$ cat config.mk
export PLATFORM = sky130hd
export DESIGN_NAME = ptf_regs
export DESIGN_NICKNAME = d
export VERILOG_FILES = /design/src/core/ptf_pkg.sv /design/src/core/ptf_regs.sv
export SDC_FILE = /design/constraint.sdc
export NUM_CORES = 1
export LEC_CHECK = 0
export BUFFER_PORTS_ARGS = -buffer_cell sky130_fd_sc_hd__buf_4
export CORE_MARGIN = 2
export CORE_UTILIZATION = 30
export DETAILED_ROUTE_END_ITERATION = 12
export HOLD_SLACK_MARGIN = 0.12
export PLACE_DENSITY = 0.47
export SYNTH_ARGS = -nofsm -noshare
export SYNTH_HDL_FRONTEND = slang
export SYNTH_SLANG_ARGS = --single-unit
$ cat constraint.sdc
create_clock -name mclk_i -period 3.8 [get_ports mclk_i]
set_clock_uncertainty 0.05 [all_clocks]
set_input_delay 0.57 -clock mclk_i [delete_from_list [all_inputs] [get_ports mclk_i]]
set_output_delay 0.57 -clock mclk_i [all_outputs]
set_load 0.02 [all_outputs]
$ cat src/core/ptf_pkg.sv
package ptf_pkg;
  // Command codes of the two registers
  localparam logic [7:0] CMD_DIE_TEMPERATURE = 8'h2C;
  localparam logic [7:0] CMD_FOUR_PAIR_FAULT_CONFIG = 8'h2D;
  localparam logic [7:0] RST_DIE_TEMPERATURE = 8'h00;
  localparam logic [7:0] RST_FOUR_PAIR_FAULT_CONFIG = 8'h00;
  // Field positions (low bit of each pair is port 1/2, high bit port 3/4)
  localparam int THRESH_SEL_LSB = 0;
  localparam int SUM_CUT_EN_LSB = 2;
  localparam int PCUT_SHUT_LSB = 4;
  localparam int CLF_SHUT_LSB = 6;
  // Temperature refresh period
  localparam int REFRESH_MS = 1000;
  localparam int CLK_KHZ = 10000;
  localparam int REFRESH_CYCLES = REFRESH_MS * CLK_KHZ;
  // Operating modes
  typedef enum logic [1:0] {PTF_MODE_MANUAL, PTF_MODE_SEMI_AUTO, PTF_MODE_AUTO} ptf_mode_t;
  typedef struct packed {
    logic [1:0] overcurrent_both_channel_shutdown;
    logic [1:0] power_cut_both_channel_shutdown;
    logic [1:0] summed_power_cut_enable;
    logic [1:0] disconnect_threshold_select;
  } ptf_cfg_t;
  // Per-channel fault reports, bit n = channel n+1
  typedef struct packed {
    logic [3:0] current_limit_fault;
    logic [3:0] power_cut_fault;
  } ptf_fault_t;
endpackage

$ cat src/core/ptf_regs.sv
`timescale 1ns/1ps
// What this block does
// - Read-only temperature code at 0x2C, refreshed
// - Read/write fault configuration at 0x2D, resets zero
// - Current-limit bit one: fault kills both channels
// - Current-limit bit zero: only faulted channel off
// - Power-cut bit one: fault kills both channels
// - Power-cut bit zero: only faulted channel off
// - Auto mode sets both shutdown bits after turn-on
// - Summed enable one: enforce summed power limit
// - Summed enable zero: no summed limit, current-limit monitored
// - Auto/semi-auto set summed enable after turn-on
// - Threshold bit one low, zero high
module ptf_regs #(
  parameter int REFRESH_CYCLES = ptf_pkg::REFRESH_CYCLES
) (
  input wire logic mclk_i,
  input wire logic reset_i,
  input wire logic [7:0] cmd_i,
  input wire logic wr_i,
  input wire logic [7:0] wdata_i,
  output logic [7:0] rdata_o,
  input wire logic [7:0] temp_sample_i,
  input wire ptf_pkg::ptf_mode_t mode_i,
  input wire logic [1:0] turn_on_4p_single_i,
  input wire ptf_pkg::ptf_fault_t fault_i,
  input wire logic [1:0] summed_over_limit_i,
  output logic [3:0] channel_off_o,
  output logic [1:0] disconnect_low_threshold_o,
  output logic [1:0] summed_cut_active_o
);
  //////////////////////////////////////////////////////////////////////////////
  logic [7:0] temp_reg;
  logic [7:0] temp_next;
  logic [31:0] tick_reg;
  logic [31:0] tick_next;
  logic [7:0] cfg_reg;
  logic [7:0] cfg_next;
  logic [7:0] samp_s1_reg;
  logic [7:0] samp_s2_reg;
  logic [7:0] samp_prev_reg;
  logic [7:0] samp_ok_reg;
  logic [7:0] samp_ok_next;
  // Converter word is taken only once it holds for two cycles, so a torn sample never lands
  wire samp_settled = (samp_s2_reg == samp_prev_reg);
  logic [1:0] ton_s1_reg;
  logic [1:0] ton_s2_reg;
  logic [7:0] flt_s1_reg;
  logic [7:0] flt_s2_reg;
  logic [1:0] sum_s1_reg;
  logic [1:0] sum_s2_reg;
  logic [3:0] off_next;
  ptf_pkg::ptf_cfg_t cfg;
  ptf_pkg::ptf_fault_t flt;
  wire tick_done = (tick_reg == 32'(REFRESH_CYCLES - 1));
  wire cfg_wr = wr_i && (cmd_i == ptf_pkg::CMD_FOUR_PAIR_FAULT_CONFIG);
  wire [7:0] rd_mux = (cmd_i == ptf_pkg::CMD_DIE_TEMPERATURE) ? temp_reg :
                      (cmd_i == ptf_pkg::CMD_FOUR_PAIR_FAULT_CONFIG) ? cfg_reg : 8'h00;
  wire auto_m = (mode_i == ptf_pkg::PTF_MODE_AUTO);
  wire semi_m = (mode_i == ptf_pkg::PTF_MODE_SEMI_AUTO);
  wire [1:0] set_shut = (auto_m ? 2'b11 : 2'b00) & ton_s2_reg;
  wire [1:0] set_sum = ((auto_m || semi_m) ? 2'b11 : 2'b00) & ton_s2_reg;

  // Per-port off decision for one channel pair
  function automatic logic [1:0] port_off(input logic [1:0] clf, input logic [1:0] pcut,
                                          input logic both_clf, input logic both_pcut, input logic sum_trip);
    logic [1:0] r;
    r = 2'b00;
    r = r | (both_clf ? {2{|clf}} : clf);
    r = r | (both_pcut ? {2{|pcut}} : pcut);
    r = r | {2{sum_trip}};
    return r;
  endfunction

  assign cfg = ptf_pkg::ptf_cfg_t'(cfg_reg);
  assign flt = ptf_pkg::ptf_fault_t'(flt_s2_reg);
  assign samp_ok_next = samp_settled ? samp_s2_reg : samp_ok_reg;
  assign temp_next = tick_done ? samp_ok_reg : temp_reg;
  assign tick_next = tick_done ? 32'h0000_0000 : tick_reg + 32'h0000_0001;
  assign cfg_next = (cfg_wr ? wdata_i : cfg_reg)
                    | {set_shut, set_shut, set_sum, 2'b00};
  assign off_next = {
    port_off(flt.current_limit_fault[3:2], flt.power_cut_fault[3:2],
             cfg.overcurrent_both_channel_shutdown[1], cfg.power_cut_both_channel_shutdown[1],
             cfg.summed_power_cut_enable[1] & sum_s2_reg[1]),
    port_off(flt.current_limit_fault[1:0], flt.power_cut_fault[1:0],
             cfg.overcurrent_both_channel_shutdown[0], cfg.power_cut_both_channel_shutdown[0],
             cfg.summed_power_cut_enable[0] & sum_s2_reg[0])};

  //////////////////////////////////////////////////////////////////////////////
  always_ff @(posedge mclk_i) begin
    samp_s1_reg <= temp_sample_i;
    samp_s2_reg <= samp_s1_reg;
    samp_prev_reg <= samp_s2_reg;
    ton_s1_reg <= turn_on_4p_single_i;
    ton_s2_reg <= ton_s1_reg;
    flt_s1_reg <= fault_i;
    flt_s2_reg <= flt_s1_reg;
    sum_s1_reg <= summed_over_limit_i;
    sum_s2_reg <= sum_s1_reg;
  end

  always_ff @(posedge mclk_i) begin
    if (reset_i) begin
      temp_reg <= ptf_pkg::RST_DIE_TEMPERATURE;
      samp_ok_reg <= ptf_pkg::RST_DIE_TEMPERATURE;
      tick_reg <= 32'h0000_0000;
      cfg_reg <= ptf_pkg::RST_FOUR_PAIR_FAULT_CONFIG;
      rdata_o <= 8'h00;
      channel_off_o <= 4'h0;
      disconnect_low_threshold_o <= 2'b00;
      summed_cut_active_o <= 2'b00;
    end else begin
      temp_reg <= temp_next;
      samp_ok_reg <= samp_ok_next;
      tick_reg <= tick_next;
      cfg_reg <= cfg_next;
      rdata_o <= rd_mux;
      channel_off_o <= off_next;
      disconnect_low_threshold_o <= cfg.disconnect_threshold_select;
      summed_cut_active_o <= cfg.summed_power_cut_enable;
    end
  end
endmodule

After elaboration in Yosys (flattened, before gate mapping)
Cells that the tools add are included.

cells by class
  add/subtract/negate cells = 1
  equality and inequality tests = 6
  muxes and demuxes = 9
  bitwise logic cells = 9
  reductions and logical operators = 7

operators with widths
  kind                   count
  $add 32x1->32 const B  1
  $eq 32x24->1 const B   1
  $mux 8                 3
  $eq 8x6->1 const B     2
  $mux 2                 6
  $reduce_or 2->1        5
  $eq 8x8->1             1
  $or 2x2->2             4
  $or 8x8->8             1
  $and 2x2->2            2
  $and 1x1->1            2
  $eq 2x1->1 const B     1
  $eq 2x2->1 const B     1
  $logic_and 1x1->1      1
  $logic_or 1x1->1       1

storage, ports and cells
  register bits = 120
  input bits = 41
  output and inout port bits = 16
  logic and storage cells = 49

Longest topological paths before layout
Gate-level depths: netlist of run 1.

  depth in word-level cells = 5
  gate-level depth with buffers = 8
  gate-level depth less buffers = 6

Worst setup path after synthesis of run 1
OpenSTA, ideal clock, no wires.

  path kind = input-to-reg
  start point = in cmd_i[4]
  end point = reg cfg_reg[2], in the netlist cfg[2]
  setup time = 0.132 ns
  data arrival time = 1.474 ns
  required time = 3.618 ns
  setup slack = 2.144 ns
  stages = 5
  path buffers = 0
  cells stage by stage = nor4b_1 > and3_1 > nand2_2 > mux2i_1 > a21oi_1

between the ends
  cells in the longest elaborated chain, start to end = 4

ends and longest elaborated chain
  item                    RTL line         text
  start: declaration      ptf_regs.sv:19   input wire logic [7:0] cmd_i,
  $eq 8x6->1              ptf_regs.sv:56   wire cfg_wr = wr_i && (cmd_i == ptf_pkg::CMD_FOUR_PAIR_FAULT_CONFIG);
  $logic_and 1x1->1       ptf_regs.sv:56
  $mux 8                  ptf_regs.sv:80   assign cfg_next = (cfg_wr ? wdata_i : cfg_reg)
  $or 8x8->8              ptf_regs.sv:81   | {set_shut, set_shut, set_sum, 2'b00};
  end signal: assignment  ptf_regs.sv:108  cfg_reg <= ptf_pkg::RST_FOUR_PAIR_FAULT_CONFIG;
  end signal: assignment  ptf_regs.sv:117  cfg_reg <= cfg_next;
  end: declaration        ptf_regs.sv:37   logic [7:0] cfg_reg;

No other way between the ends.
A chain may end at the register's enable or synchronous reset.

Final worst setup path of run 1
  start point = reg tick_reg[0]
  end point = reg tick_reg[27]

between the ends
  cells in the longest elaborated chain, start to end = 2
  elaborated cells between the ends (all ways) = 3
  those cells by class = add/sub (1); eq/ne (1); reduce/logical (1)

ends and longest elaborated chain
  item                                                                   RTL line         text
  start: declaration                                                     ptf_regs.sv:35   logic [31:0] tick_reg;
  start signal: assignment                                               ptf_regs.sv:116  tick_reg <= tick_next;
  parallel branches: the longest is 2 deep, another holds $add 32x1->32  --

Parallel ways; which one is timed is not known.

==> qor.yml, run 1 <==
worst_setup_path:
  startpoint_type: "flip-flop"
  endpoint_kind: "flip-flop"
  slowest_delay_ns: 0.52
  required_ns: 4.03
  crit_start: "tick_reg[0]"
  critPathSlowestCell: "nand3_1"
  timing.reg2reg.setup_slack_ns: 1.48
  r2r_start: "tick_reg[0]"
  crit_arrival_ns: 2.55
  setup.worst_path.class: "flip-flop to flip-flop"
  critical_path.cell_chain: "ha_1 -> nand2_1 -> nor2_4 -> nand3_1 -> nand2b_4 -> nor2_1"
  worstPathMaxFanout: 23
timing:
  timing.final.ws_setup_ns: 1.48
  post-route-period-util_pct: 61.0
  finalSetupViolations: 0
  fin_setup_tns_ns: 0
  final-max-slew-violation-count: 0
  max_slew.worst_pin.slew_ns: 0.685
  max_freq_mhz: 431
  slew_headroom_pct: 54.2
  finalHoldViolCount: 0
  grt_setup_unrepaired: "false"
  min_period_ns: 2.32
synthesis:
  synth-seq-cells: 120
  synth_cell_types: 40
  syn_nets: 425
  async_flop_share_pct: 0
  seq_area_frac_synth_pct: 59.1
  synth-main-ff-cell: "dfxtp_1"
  syn_area_um2: 4070
  synth_edf_count: 0
  ys_warn_count: 0
  syn_inst: 382
  avgSynthCellArea_um2: 10.6
global_route:
  gr-usage-all-layers_pct: 11.8
  met3_usage_pct: 3.73
  use_met1_pct: 14.3
  grt_most_used_layer: "met2"
  grt_max_degree: 51
  grt_pass1_wl_um: 13100
  antenna_found_initial: 0
  grt_use_met2_pct: 18.8
  overflow: 0
  grt_pass1_vias: 2796
final_layout:
  fillers: 1305
  largest_reg_flops: 32
  final_cell_mix: "dfxtp_1 (120), nor2_1 (59), buf_4 (56)"
  antenna_cells: 0
  mostFrequentLayoutCell: "dfxtp_1"
  fin_area_um2: 5210
  finalNetCount: 489
  regArea_um2: 2400
  multi_input_area_um2: 1570
  layout-drive-gt1-share_pct: 21.8
  syn2layout_area_growth_pct: 28.1
place:
  post_dp_cell_area_um2: 4630
  portBuffers: 56
  gp_congestion: 0.735
  dp_hpwl_um: 5480
  pre_cts_ws_ns: 1.46
clock_network:
  numCtsBuffers: 17
  numClockSinks: 120
  clockBufferDepth: 2
  postCtsSetupBuffers: 0
  clk_pin_slew_ns: 0.05
  root_buffer: "clkbuf_16"
  cts_htree_levels: 4
  cts_hold_buf: 0
  cts_resized: 0
  clk_latency_ns: 0.41
  cts_tree: "yes"
die:
  row_count: 42
  initial_utilization_pct: 30.7
  die-area_um2: 14500
  fp.dieW_um: 120
  die_h_um: 120
  ios: 57
  core-area_um2: 13200
power_and_ir_drop:
  p_leak_uw: 0.00225
  irDropWorstVdd_v: 0.000279
  switching_share_pct: 21.5
  seqPwrFrac_pct: 44.7
  combPwrFrac_pct: 3.2
  power.switching_uw: 636
  p_int_uw: 2320
  p_per_area_nw_per_um2: 566
  p_clk_share_pct: 52.1
route:
  viasPerCell: 4.40
  wl_per_cell_um: 12.4
  ant_nets: 0
  vias: 2791
  routed_wl_um: 7860
  first_iter_violations: 117
  drc_errors: 0
  drt-pass1-iter-count: 4
status:
  outcome: "completed"
min_path:
  hp-start: "temp_sample_i[1]"
  hold_path_class: "primary input to flip-flop"
run:
  drv_cap: 0
## final cells by class
cell class	count	area share, %
tap	176	4.22
multi-input combinational	244	30.0
inverter	7	0.504
clock inverter	14	2.93
timing repair buffer	56	8.07
clock buffer	17	8.16
sequential	120	46.1
## final timing paths
kind                                        to  cells past startpoint
worst max register to register    tick_reg[27]                      6
worst min-delay path            samp_s1_reg[1]                      1
worst min register to register  samp_s2_reg[0]                      0
worst max-delay path              tick_reg[27]                      6
## critical path: cells and delay by family (launching register included)
kind	cells	cell delay (ns)
fa+ha+maj	1	0.21
flops	1	0.35
simple gates	5	1.58
## metal layers
layer	wire length, µm	vias to the layer above
li1	-	1434
met1	3670	1304
met2	3850	47
met3	270	6
met4	74	0
met5	0	-
## metrics by stage
step | total power (µW) | hold slack, ns | util [%] | cells
2_1_floorplan | 1390 | 0.260 | - | 382
3_3_place_gp | 1440 | 0.261 | 35.0 | 603
3_5_place_dp | 1440 | 0.262 | 35.0 | 603
4_1_cts | 3000 | 0.190 | 39.4 | 634
5_1_grt | 3070 | 0.193 | 39.4 | 634
6_report | 2950 | 0.213 | 39.4 | 634
## logic make-up after synthesis
group           share of synthesized area (%)
fa+ha+maj                               0.615
compound gates                           5.08
buf+inv                                  2.46
simple gates                             20.1
mux                                      5.41
flops                                    59.1
xor+xnor                                 7.32
## cell usage after synthesis, types with 7 or more instances
cell / n / area (µm²)
dfxtp_1: 120 / 2400
nor2_1: 59 / 221
xor2_1: 25 / 219
mux2i_1: 22 / 220
a21oi_1: 15 / 75.1
nand2_1: 15 / 56.3
nand3_1: 15 / 75.1
nand4_1: 12 / 75.1
nand2b_1: 10 / 62.6
xnor2_1: 9 / 78.8
a22oi_1: 8 / 60.1
and3_1: 8 / 50.1
inv_1: 7 / 26.3
## power groups by stage
stage                     Combinational, µW  Clock [µW]  Sequential [µW]
after global placement                 93.5           0             1350
after CTS                              95.4        1590             1320
final                                  93.2        1540             1320
after floorplan                        43.0           0             1350
after global routing                    104        1640             1330
after detailed placement               94.9           0             1350
Power figures use the tool's default switching activity.
==> inputs of run 2 (changes only) <==
--- a/config.mk
+++ b/config.mk
@@ -5,6 +5,7 @@
 export SDC_FILE = /design/constraint.sdc
 export NUM_CORES = 1
 export LEC_CHECK = 0
+export ABC_AREA = 1
 export BUFFER_PORTS_ARGS = -buffer_cell sky130_fd_sc_hd__buf_4
 export CORE_MARGIN = 2
 export CORE_UTILIZATION = 30
==> constraint.sdc (replaced) <==
create_clock -name mclk_i -period 2.4 [get_ports mclk_i]
set_clock_uncertainty 0.05 [all_clocks]
set_input_delay 0.36 -clock mclk_i [delete_from_list [all_inputs] [get_ports mclk_i]]
set_output_delay 0.36 -clock mclk_i [all_outputs]
set_load 0.02 [all_outputs]
==> run 2 against run 1 <==
Against the previous run:
- clock-buffer cell count did not move
- critical endpoint is now tick_reg[24]
- global-route usage grew 1.8 points
- total power rose by 65%
- critical path depth rose by 2
- hold slack lost 0.060 ns
- critical path type unchanged
- register-to-register slack worse by 0.85 ns
==> qor.yml, run 2 <==
status:
  outcome: "completed"
place:
  dp_hpwl_um: 7650
  gp_congestion: 0.858
  dp.cells: 892
  pre_cts_ws_ns: 0.495
  portBuffers: 56
route:
  first_iter_violations: 186
  ant_nets: 0
  vias: 3937
  viasPerCell: 4.17
  drc_errors: 0
  routed_wl_um: 10300
  wl_per_cell_um: 10.9
  drt-pass1-iter-count: 4
clock_network:
  clk_latency_ns: 0.41
  numCtsBuffers: 17
  clk_pin_slew_ns: 0.06
  cts_tree: "yes"
  numClockSinks: 120
  root_buffer: "clkbuf_16"
  postCtsSetupBuffers: 0
  cts_htree_levels: 4
  clockBufferDepth: 2
  cts_resized: 0
final_layout:
  syn2layout_area_growth_pct: 30.8
  utilization_pct: 40.2
  fillers: 1555
  finalNetCount: 763
  largest_reg_flops: 32
  layout-drive-gt1-share_pct: 14.3
  final_cell_mix: "nand2_1 (173), nor2_1 (128), dfxtp_1 (120)"
  finalNonFillerCells: 944
  mostFrequentLayoutCell: "nand2_1"
  antenna_cells: 0
timing:
  finalHoldViolCount: 0
  post-route-period-util_pct: 73.7
  max_slew.worst_pin.slew_ns: 0.524
  slew_headroom_pct: 64.8
  finalSetupViolations: 0
  timing.final.ws_setup_ns: 0.632
  min_period_ns: 1.77
  final-max-slew-violation-count: 0
  fin_setup_tns_ns: 0
  max_freq_mhz: 566
  grt_setup_unrepaired: "false"
  whs_ns: 0.152
worst_setup_path:
  slowest_delay_ns: 0.40
  setup.worst_path.class: "flip-flop to flip-flop"
  critPathSlowestCell: "nor2_1"
  cp_num_buf_inv: 0
  worstPathMaxFanout: 6
  startpoint_type: "flip-flop"
  required_ns: 2.65
  critical_path.cell_chain: "ha_1 -> nand2_2 -> nor2_4 -> nand2_1 -> nor2_1 -> nand3_1 -> nand3_1 -> nor2_1"
  endpoint_kind: "flip-flop"
  crit_arrival_ns: 2.02
  crit_family: "simple AND/OR/NAND/NOR gates"
global_route:
  grt_pass1_wl_um: 17800
  grt_most_used_layer: "met2"
  overflow: 0
  grt_use_met2_pct: 22.7
  use_met1_pct: 16.5
  grt_max_degree: 27
  met3_usage_pct: 4.13
  grt_pass1_vias: 3899
  antenna_found_initial: 0
  gr-usage-all-layers_pct: 13.6
synthesis:
  synth-seq-cells: 120
  synth.largest_area_cell: "dfxtp_1"
  ys_top_cells_by_area: "dfxtp_1 (51%), nand2_1 (14%), nor2_1 (10%)"
  synth_edf_count: 0
  syn_area_um2: 4690
  ys_warn_count: 0
  yosysMostFrequentCell: "nand2_1"
  avgSynthCellArea_um2: 7.43
  syn_inst: 632
  syn_nets: 675
  async_flop_share_pct: 0
  synth-main-ff-cell: "dfxtp_1"
  synthTopCellsByCount: "nand2_1 (173), nor2_1 (128), dfxtp_1 (120)"
  seq_area_frac_synth_pct: 51.2
  synth.top_cell.area_share_pct: 51.2
  synth_cell_types: 25
die:
  ios: 57
  initial_utilization_pct: 30.8
  die_h_um: 129
  fp.dieW_um: 129
  core-area_um2: 15300
  row_count: 45
  die-area_um2: 16700
power_and_ir_drop:
  p_per_area_nw_per_um2: 794
  irDropWorstVdd_v: 0.000482
  p_leak_uw: 0.00259
min_path:
  hold_path_class: "primary input to flip-flop"
run:
  drv_cap: 0
## run 2: layer usage
metal | share of wire, % | up-vias
met1 | 48 | 1760
met4 | 1.3 | 0
met3 | 2.9 | 10
li1 | - | 2120
met5 | 0 | -
met2 | 48 | 47
## run 2: worst paths after layout
path | from | end | slack [ns] | cells past startpoint
worst max-delay path | tick_reg[0] | tick_reg[24] | 0.63 | 8
worst min-delay path | reset_i | rdata_o[4] | 0.15 | 2
worst max register to register | tick_reg[0] | tick_reg[24] | 0.63 | 8
worst min register to register | flt_s1_reg[0] | flt[0] | 0.27 | 0
## run 2: power breakdown
group	switching, µW	internal, µW	total, µW	leakage (µW)
logic	106	118	224	0.00131
registers	31.2	2060	2090	0.000988
clock network	928	1630	2560	0.000289
## run 2: area by class of cell
class | instances | area [µm²] | area share [%]
Sequential cell | 120 | 2400 | 39.1
Multi-Input combinational cell | 428 | 1950 | 31.8
Timing Repair Buffer | 78 | 636 | 10.4
Clock buffer | 17 | 425 | 6.93
Inverter | 75 | 282 | 4.59
Tap cell | 211 | 264 | 4.30
Clock inverter | 15 | 176 | 2.87
## run 2: logic make-up after synthesis
| group | count (synthesis) | share of synthesized area, % |
|---|---|---|
| xor+xnor | 16 | 2.99 |
| simple gates | 374 | 34.2 |
| flops | 120 | 51.2 |
| compound gates | 36 | 3.94 |
| buf+inv | 84 | 7.20 |
| fa+ha+maj | 2 | 0.533 |
## run 2: what timing repair did
item                                    4_1_cts  5_1_grt
endpoints found under the hold margin        20        0
hold buffers                                 20        0
endpoints found under the setup margin        0        0
## run 2: per-stage QoR
| stage | total power (µW) | area, µm² |
|---|---|---|
| after detailed placement | 2330 | 5340 |
| after global placement | 2330 | 5340 |
| after floorplan | 2240 | 4690 |
| after CTS | 4950 | 6140 |
| after global routing | 5060 | 6140 |
| final | 4870 | 6140 |
==> inputs of run 3 (changes only) <==
--- a/config.mk
+++ b/config.mk
@@ -5,7 +5,7 @@
 export SDC_FILE = /design/constraint.sdc
 export NUM_CORES = 1
 export LEC_CHECK = 0
-export ABC_AREA = 1
+export ABC_AREA = 0
 export BUFFER_PORTS_ARGS = -buffer_cell sky130_fd_sc_hd__buf_4
 export CORE_MARGIN = 2
 export CORE_UTILIZATION = 30
==> constraint.sdc (replaced) <==
create_clock -name mclk_i -period 1.8 [get_ports mclk_i]
set_clock_uncertainty 0.05 [all_clocks]
set_input_delay 0.27 -clock mclk_i [delete_from_list [all_inputs] [get_ports mclk_i]]
set_output_delay 0.27 -clock mclk_i [all_outputs]
set_load 0.02 [all_outputs]
==> run 3 against run 2 <==
Against the previous run:
- via count down 25%
- non-clock buffer count grew 20
- worst setup slack lost 0.51 ns
- wire length fell by 18%
- hold slack gained 0.0091 ns
- final area fell by 7.3%
- first-iteration DRC count down 11%
- largest cell class unchanged
- largest power group unchanged
==> qor.yml, run 3 (same netlist as run 1, synthesis figures left out) <==
status:
  outcome: "completed"
final_layout:
  fillers: 1270
  syn2layout_area_growth_pct: 39.9
  mostFrequentLayoutCell: "dfxtp_1"
  largest_reg_flops: 32
  layout-drive-gt1-share_pct: 23.4
  fin_area_um2: 5690
  finalNonFillerCells: 677
  antenna_cells: 0
  finalNetCount: 531
  multi_input_area_um2: 1590
  final_cell_mix: "dfxtp_1 (120), buf_4 (67), nor2_1 (59)"
  regArea_um2: 2400
die:
  row_count: 42
  initial_utilization_pct: 30.7
  die_h_um: 120
  fp.dieW_um: 120
  ios: 57
  die-area_um2: 14500
  core-area_um2: 13200
global_route:
  overflow: 0
  gr-usage-all-layers_pct: 12.7
  grt_pass1_vias: 2966
  grt_pass1_wl_um: 14100
  grt_max_degree: 29
  antenna_found_initial: 0
timing:
  final-max-slew-violation-count: 0
  finalSetupViolations: 0
  post-route-period-util_pct: 93.0
  max_slew.worst_pin.slew_ns: 0.445
  finalHoldViolCount: 0
  grt_setup_unrepaired: "false"
  min_period_ns: 1.67
  fin_setup_tns_ns: 0
  max_freq_mhz: 597
  slew_headroom_pct: 70.1
worst_setup_path:
  worstPathMaxFanout: 8
  critPathSlowestCell: "dfxtp_1"
  startpoint_type: "flip-flop"
  slowest_delay_ns: 0.34
  required_ns: 2.04
  crit_arrival_ns: 1.92
  endpoint_kind: "flip-flop"
  critical_path.cell_chain: "nor4_1 -> and4_2 -> nand3_1 -> buf_6 -> mux2i_1 -> nor2_1"
  setup.worst_path.class: "flip-flop to flip-flop"
clock_network:
  numClockSinks: 120
  cts_htree_levels: 4
  root_buffer: "clkbuf_16"
  clk_pin_slew_ns: 0.06
  clockBufferDepth: 2
  numCtsBuffers: 17
  cts_tree: "yes"
  clk_latency_ns: 0.41
route:
  route.met2.wl_um: 4070
  highest_layer: "met4"
  drt-pass1-iter-count: 4
  first_iter_violations: 165
  vias: 2940
  met1_length_um: 3890
  routed_wl_um: 8380
  viasPerCell: 4.34
  dr_wl_met3_um: 311
  wl_per_cell_um: 12.4
  ant_nets: 0
  drc_errors: 0
power_and_ir_drop:
  power_uw: 6670
  irDropWorstVdd_v: 0.000675
  p_leak_uw: 0.00246
  p_per_area_nw_per_um2: 1170
min_path:
  hold_path_class: "primary input to flip-flop"
place:
  dp_hpwl_um: 5630
  portBuffers: 56
  dp.cells: 614
  post_dp_cell_area_um2: 4720
  gp_congestion: 0.754
run:
  drv_cap: 0
[run 3: changes by cell type in the layout (fill, tap and decap cells not counted), sizes merged, moves of 14 or more]
cell,delta
nand2,-160
inv,-64
nand3b,-14
nor2,-75
xor2,+16
mux2i,+22
nand3,-18
[run 3: path summary, 6_finish.rpt]
path / start / endpoint / slack (ns) / depth (start not counted)
max: tick_reg[21] / temp_reg[1] / 0.13 / 6
min: reset_i / temp_reg[0] / 0.16 / 2
max reg2reg: tick_reg[21] / temp_reg[1] / 0.13 / 6
min reg2reg: flt_s1_reg[3] / flt[3] / 0.27 / 0
[run 3: metal layers]
layer / vias up / global-route usage [%]
met5: - / 0
met4: 0 / 6.32
met3: 8 / 5.00
met2: 37 / 19.6
met1: 1371 / 15.3
li1: 1524 / -
[run 3: final cells by class]
| class | instances | area share (%) |
|---|---|---|
| clock buffer | 17 | 7.47 |
| clock inverter | 15 | 3.74 |
| inverter | 7 | 0.462 |
| multi-input combinational | 244 | 27.9 |
| sequential | 120 | 42.2 |
| tap | 176 | 3.87 |
| timing repair buffer | 98 | 14.3 |
[run 3: what timing repair did]
item | 4_1_cts | 5_1_grt
setup endpoints to repair | 0 | 7
gates resized for setup | 0 | 6
setup buffers | 0 | 1
hold buffers | 30 | 0
hold endpoints to repair | 28 | 0
[run 3: power breakdown]
group,total [µW],internal [µW],switching [µW]
combinational,250,151,99.2
clock,3630,2340,1280
sequential,2790,2740,44.7
total,6670,5240,1430
[run 3: through the flow]
stage	hold WS, ns	utilization [%]	setup WS [ns]
after floorplan	0.248	-	0.329
after global placement	0.262	35.6	0.0676
after detailed placement	0.262	35.6	0.115
after CTS	0.146	42.7	0.0994
after global routing	0.160	43.0	0.0149
final	0.161	43.0	0.126
[run 3: worst max-delay path, delay by kind of cell, from the launching register on]
kind          cells  cell delay, ns
buf+inv           1            0.20
mux               1            0.16
flops             1            0.34
simple gates      4            0.79
